File: config.mk
export PLATFORM = sky130hd
export DESIGN_NAME = sdb_notification_latch
export DESIGN_NICKNAME = d
export VERILOG_FILES = /design/src/hdl/fis_header_decode.v /design/src/hdl/sdb_notification_latch.v
export VERILOG_INCLUDE_DIRS = /design/src /design/src/hdl
export SDC_FILE = /design/constraint.sdc
export NUM_CORES = 1
export LEC_CHECK = 0
export ABC_AREA = 1
export BUFFER_PORTS_ARGS = -buffer_cell sky130_fd_sc_hd__buf_4
export CORE_MARGIN = 5
export CORE_UTILIZATION = 49
export DETAILED_ROUTE_END_ITERATION = 6
export GPL_ROUTABILITY_DRIVEN = 0
export HOLD_SLACK_MARGIN = 0.1
export PLACE_DENSITY = 0.8
export SYNTH_ARGS = -nofsm -noshare
export SYNTH_HDL_FRONTEND = slang
export SYNTH_HIERARCHICAL = 1
export SYNTH_SLANG_ARGS = --single-unit
export TNS_END_PERCENT = 10
File: constraint.sdc
create_clock -name mclk -period 1.4 [get_ports mclk]
set_input_delay 0.28 -clock mclk [delete_from_list [all_inputs] [get_ports mclk]]
set_output_delay 0.28 -clock mclk [all_outputs]
set_load 0.05 [all_outputs]
File: src/hdl/sdb_notify_map.vh
// register offsets, field positions, reset values for the notification latch block
`ifndef SDB_NOTIFY_MAP_VH
`define SDB_NOTIFY_MAP_VH

`define ADDR_NOTIFY_LATCH     4'h0
`define ADDR_INTR_STATUS      4'h1
`define ADDR_INTR_CLEAR       4'h2
`define ADDR_INTR_ENABLE      4'h3
`define ADDR_PORT_CTRL        4'h4
`define ADDR_CAPABILITY       4'h5
`define ADDR_TASK_FILE        4'h6
`define ADDR_ACTIVE_TAGS      4'h7
`define ADDR_LAST_FIS         4'h8

`define INTR_SDB_BIT          0
`define INTR_WRONG_TGT_BIT    1
`define INTR_WIDTH            2

`define CTRL_ACCESS_LSB       0
`define CTRL_FBS_BIT          4
`define CAP_NOTIFY_BIT        0

`define FIS_TYPE_SDB          8'hA1
`define FIS_TYPE_LSB          0
`define FIS_PORT_LSB          8
`define FIS_INTR_BIT          14
`define FIS_NOTIFY_BIT        15
`define FIS_STATUS_LSB        16
`define FIS_ERROR_LSB         24

`define NOTIFY_RESET          16'h0000
`define CTRL_RESET            5'h00
`define TFD_RESET             16'h007f
`define ACTIVE_RESET          32'h0000_0000
`define READ_UNMAPPED         32'h0000_0000

`endif

File: src/hdl/fis_header_decode.v
// first-doubleword decoder for received frames
`timescale 1ns/1ns
module fis_header_decode
(
    // first doubleword of a received frame
    input  wire [31:0] dword0,
    // decoded fields
    output wire        is_sdb,
    output wire [3:0]  target_port_field,
    output wire        intr_bit,
    output wire        notify_bit
);
`include "sdb_notify_map.vh"

    assign is_sdb            = (dword0[`FIS_TYPE_LSB+7:`FIS_TYPE_LSB] == `FIS_TYPE_SDB);
    assign target_port_field = dword0[`FIS_PORT_LSB+3:`FIS_PORT_LSB];
    assign intr_bit          = dword0[`FIS_INTR_BIT];
    assign notify_bit        = dword0[`FIS_NOTIFY_BIT];

endmodule

File: src/hdl/sdb_notification_latch.v
// set device bits notification latch, interrupt status and frame filter
// Behaviour
// - take four-bit target field from dword 0
// - notifying sdb sets latch bit of target
// - processed or notifying sdb with interrupt bit sets sdb flag
// - interrupt output only when enabled
// - no multiplier: target zero sets bit 0
// - command switching drops mismatching target frames
// - notifying sdb latches despite target mismatch
// - mismatched notify: no wrong flag, discard
// - matching notify sdb processed fully
// - non-notify sdb uses ordinary mode handling
// - sixteen-bit latch, one bit per target
// - capability bit reports latch supported
`timescale 1ns/1ns
module sdb_notification_latch
(
    // clock and reset
    input  wire        mclk,
    input  wire        srst,
    // register port
    input  wire [3:0]  reg_addr,
    input  wire [31:0] reg_wdata,
    input  wire        reg_wr,
    input  wire        reg_rd,
    output reg  [31:0] reg_rdata,
    // received frames, first doubleword and sdb payload
    input  wire        fis_valid,
    input  wire [31:0] fis_dword0,
    input  wire [31:0] fis_dword1,
    // frame disposition
    output reg         fis_accept,
    output reg         fis_discard,
    // interrupt
    output wire        irq
);
`include "sdb_notify_map.vh"

    wire        is_sdb;
    wire [3:0]  target_port_field;
    wire        intr_bit;
    wire        notify_bit;

    fis_header_decode fis_header_decode_inst
    (
        .dword0            (fis_dword0),
        .is_sdb            (is_sdb),
        .target_port_field (target_port_field),
        .intr_bit          (intr_bit),
        .notify_bit        (notify_bit)
    );

    reg  [15:0]             notify_latch_reg;
    reg  [15:0]             notify_latch_next;
    reg  [`INTR_WIDTH-1:0]  intr_status_reg;
    reg  [`INTR_WIDTH-1:0]  intr_status_next;
    reg  [`INTR_WIDTH-1:0]  intr_enable_reg;
    reg  [4:0]              port_ctrl_reg;
    reg  [15:0]             task_file_shadow;
    reg  [31:0]             active_tag_map;
    reg  [31:0]             last_fis_reg;

    wire [3:0]  access_target = port_ctrl_reg[`CTRL_ACCESS_LSB+3:`CTRL_ACCESS_LSB];
    wire        fbs_mode      = port_ctrl_reg[`CTRL_FBS_BIT];
    wire        notify_supported = 1'b1;
    wire        target_match  = (target_port_field == access_target);
    wire        sdb_notify    = fis_valid & is_sdb & notify_bit;

    // frame is processed: fbs mode takes all targets, command mode only the accessed one
    wire        process_fis   = fis_valid & (fbs_mode | target_match);
    // notifying frame from elsewhere is quietly dropped, never flagged as wrong target
    wire        wrong_target  = fis_valid & ~fbs_mode & ~target_match & ~sdb_notify;
    wire        sdb_processed = process_fis & is_sdb;
    // notification with its interrupt bit raises the sdb flag even when the frame is dropped
    wire        sdb_intr_evt  = fis_valid & is_sdb & intr_bit & (sdb_notify | process_fis);

    wire        clear_wr      = reg_wr & (reg_addr == `ADDR_INTR_CLEAR);
    wire        latch_wr      = reg_wr & (reg_addr == `ADDR_NOTIFY_LATCH);

    genvar g;
    generate
        for (g = 0; g < 16; g = g + 1)
        begin : g_latch
            // set beats a same-cycle software clear; write one clears
            always @*
            begin
                notify_latch_next[g] = notify_latch_reg[g];
                if (latch_wr & reg_wdata[g])
                    notify_latch_next[g] = 1'b0;
                if (sdb_notify & (target_port_field == g))
                    notify_latch_next[g] = 1'b1;
            end
        end
    endgenerate

    always @*
    begin
        intr_status_next = intr_status_reg;
        if (clear_wr)
            intr_status_next = intr_status_reg & ~reg_wdata[`INTR_WIDTH-1:0];
        if (sdb_intr_evt)
            intr_status_next[`INTR_SDB_BIT] = 1'b1;
        if (wrong_target)
            intr_status_next[`INTR_WRONG_TGT_BIT] = 1'b1;
    end

    always @(posedge mclk)
    begin
        if (srst)
        begin
            notify_latch_reg <= `NOTIFY_RESET;
            intr_status_reg  <= {`INTR_WIDTH{1'b0}};
            intr_enable_reg  <= {`INTR_WIDTH{1'b0}};
            port_ctrl_reg    <= `CTRL_RESET;
            task_file_shadow <= `TFD_RESET;
            active_tag_map   <= `ACTIVE_RESET;
            last_fis_reg     <= 32'h0000_0000;
        end
        else
        begin
            notify_latch_reg <= notify_latch_next;
            intr_status_reg  <= intr_status_next;
            if (reg_wr & (reg_addr == `ADDR_INTR_ENABLE))
                intr_enable_reg <= reg_wdata[`INTR_WIDTH-1:0];
            if (reg_wr & (reg_addr == `ADDR_PORT_CTRL))
                port_ctrl_reg <= reg_wdata[4:0];
            if (reg_wr & (reg_addr == `ADDR_ACTIVE_TAGS))
                active_tag_map <= reg_wdata;
            // only a processed frame touches shadow, tag map and posted copy
            if (process_fis)
                last_fis_reg <= fis_dword0;
            if (sdb_processed)
            begin
                task_file_shadow <= {fis_dword0[`FIS_ERROR_LSB+7:`FIS_ERROR_LSB],
                                     fis_dword0[`FIS_STATUS_LSB+7:`FIS_STATUS_LSB]};
                // device completions clear tags; a software write in the same cycle loses
                active_tag_map <= active_tag_map & ~fis_dword1;
            end
        end
    end

    always @(posedge mclk)
    begin
        if (srst)
        begin
            fis_accept  <= 1'b0;
            fis_discard <= 1'b0;
        end
        else
        begin
            fis_accept  <= process_fis;
            fis_discard <= fis_valid & ~process_fis;
        end
    end

    always @(posedge mclk)
    begin
        if (srst)
            reg_rdata <= 32'h0000_0000;
        else if (reg_rd)
        begin
            case (reg_addr)
                `ADDR_NOTIFY_LATCH: reg_rdata <= {16'h0000, notify_latch_reg};
                `ADDR_INTR_STATUS:  reg_rdata <= {30'h0000_0000, intr_status_reg};
                `ADDR_INTR_ENABLE:  reg_rdata <= {30'h0000_0000, intr_enable_reg};
                `ADDR_PORT_CTRL:    reg_rdata <= {27'h000_0000, port_ctrl_reg};
                `ADDR_CAPABILITY:   reg_rdata <= {31'h0000_0000, notify_supported};
                `ADDR_TASK_FILE:    reg_rdata <= {16'h0000, task_file_shadow};
                `ADDR_ACTIVE_TAGS:  reg_rdata <= active_tag_map;
                `ADDR_LAST_FIS:     reg_rdata <= last_fis_reg;
                default:            reg_rdata <= `READ_UNMAPPED;
            endcase
        end
        else
            reg_rdata <= 32'h0000_0000;
    end

    assign irq = |(intr_status_reg & intr_enable_reg);

endmodule

==> key figures <==
Final layout
  • Fin util: 72.3%
  • Most frequent cells in the layout: 219 x nand2_1, 193 x buf_4, 133 x dfxtp_1
  • Fin area: 9460 um^2
  • Layout cells sized above 1: 34.1%
  • Most common cell after layout, fill and taps aside: nand2_1
  • Final net count: 1230
  • Fillers: 863
  • Post-Layout Cell Count: 1313
  • Area Growth Syn to Fin: 46.4%
  • Diode count: 0

STA
  • Max Fclk: 0.508 GHz
  • Final Slew Violations: 0
  • Relative slew margins: 65.0%
  • Final Hold Fails: 0
  • Post-layout min period: 1.97 ns
  • Worst setup margin: -0.569 ns
  • Clk_skew: 0.0102 ns
  • Worst-margin pin slew: 0.525 ns
  • Final setup TNS: -24.02 ns
  • Setup violators final: 84
  • RSZ-0062 raised after global routing: true
  • Fin crit share: 141%
  • Final hold slack: 0.106 ns

Critical path
  • Critical path launch point: port_ctrl_reg[0]$_SDFFE_PP0P_
  • Worst EP arrival: 2.27 ns
  • Crit end category: flip-flop
  • RR Startpoint: port_ctrl_reg[0]$_SDFFE_PP0P_
  • Max FO, Critical Path: 7
  • Setup CP Type: reg -> reg
  • Crit path launch type: flip-flop
  • WP data required: 1.70 ns

Global routing
  • Largest net degree at the start of global routing: 44
  • Initial antenna violation count: 0
  • Total grt overflow: 0
  • Vias in the first global route: 7196
  • Total GRT Usage: 30.2%
  • Wire length of the first global-routing pass: 37800 um

Route
  • ANT nets after route: 0
  • Vias per cell: 5.97
  • Drt wl/cell: 20.4 um
  • DRC Markers: 22
  • Pre-Repair DR Iteration Count: 7
  • DR iter-0 viols: 1326
  • WL final: 26800 um
  • DR vias: 7837

Place
  • Buffers on Ports: 139
  • Setup WS pre-CTS: -0.387 ns
  • Dpl hpwl: 15300 um
  • Post-place instance area: 8050 um^2
  • Dpl cells: 1262

Yosys
  • Seq/Total Area, Yosys: 43.1%
  • Post-Syn Area per Cell: 6.92 um^2
  • Syn_nets: 1039
  • Cells after Synth: 934
  • Ys Warns: 6
  • Register bit total from synthesis: 139
  • Post-synth cell types: 28
  • Synth Cell Area: 6460 um^2

CTS
  • CTS tree: yes
  • Clk_lat worst skew: 0.43 ns
  • CTS Buf Count: 17
  • Clk slew on worst S/H paths: 0.07 ns
  • CTS Buffer Depth: 2
  • Root buffer cell: clkbuf_16
  • CTS sink cnt: 139
  • H-tree levels: 4

Job
  • Max cap viols: 0

Outcome
  • Outcome: finished, violations left
  • Failing checks: DRC, setup timing

Floorplan
  • Starting Density: 49.4%
  • IO Pins: 140
  • Core Region: 13100 um^2
  • Die X: 125 um
  • Die Ht: 125 um
  • Die ar.: 15600 um^2
  • FP Rows: 42

Pwr
  • Power Density: 1070 nW/um^2
  • Total power: 10.1 mW
  • Peak supply drop: 0.755 mV
  • Lkg Pwr: 4.27 nW

Worst hold path
  • Hold Path Class: in -> reg
  • Hold Startpoint: fis_dword0[22]
## power by group
group	switching, mW	leakage (nW)	internal [mW]
sequential	0.0343	1.13	4.02
combinational	0.609	2.83	0.444
clock	1.75	0.319	3.24
total	2.40	4.27	7.70
## synth_stat cells, drive strengths merged
cell type  number  area [um^2]
a211oi          3         22.5
a21oi          84          432
a22o            1         8.76
a31oi           9         56.3
buf            40          245
clkbuf         21         78.8
dfxtp         139         2780
inv            88          330
nand2         252          963
nand3         114          706
nand4           4         25.0
nor2          120          470
nor3            5         25.0
o2111ai         1         8.76
o211ai          7         52.6
o21ai          28          140
o21ba           1         10.0
o22ai          17          106
## final timing paths
check | end | slack, ns | depth (start not counted)
setup reg to reg | active_tag_map[1]$_SDFFE_PP0P_ | -0.57 | 11
setup / recovery | active_tag_map[1]$_SDFFE_PP0P_ | -0.57 | 11
hold / removal | task_file_shadow[6]$_SDFFE_PP1N_ | 0.11 | 3
hold reg to reg | last_fis_reg[13]$_SDFFE_PP0P_ | 0.46 | 2
## logic make-up after synthesis
group	share of synthesized area, %
compound gates	13.0
flops	43.1
simple gates	33.9
buf+inv	10.1
## routing by layer
layer  track usage, %  wire, um  vias to the layer above
li1                 -         -                     3381
met1             39.2      9480                     3517
met2             47.9     11600                      731
met3             6.60      3550                      208
met4             14.3      2180                        0
met5                0         0                        -
## what timing repair did
item | CTS | global route
pin swaps | 22 | 26
gates cloned | 5 | 3
hold buffers | 2 | 0
endpoints found under the setup margin | 85 | 101
buffers inserted | 4 | 8
resized for setup | 88 | 68
endpoints found under the hold margin | 2 | 0
## area by class of cell
class | instances | area (um^2) | share of cell area [%]
multi-input cells | 647 | 3360 | 35.5
inverters | 88 | 343 | 3.62
well taps | 176 | 220 | 2.33
clock inverters | 12 | 195 | 2.06
flip-flops and latches | 139 | 2790 | 29.5
repair buffers | 232 | 2100 | 22.2
clock buffers | 19 | 453 | 4.79
## worst max-delay path, stage by stage (launching register included)
cell,delay [ns]
dfxtp_2,0.34
nand2_1,0.12
nand2_1,0.12
nor2_2,0.16
nand2_4,0.12
nand2_8,0.11
nand2_8,0.12
buf_12,0.17
buf_6,0.12
nand3_1,0.06
nand2_1,0.06
nor2_1,0.34
Note: power is estimated with default switching activity, not from simulation.
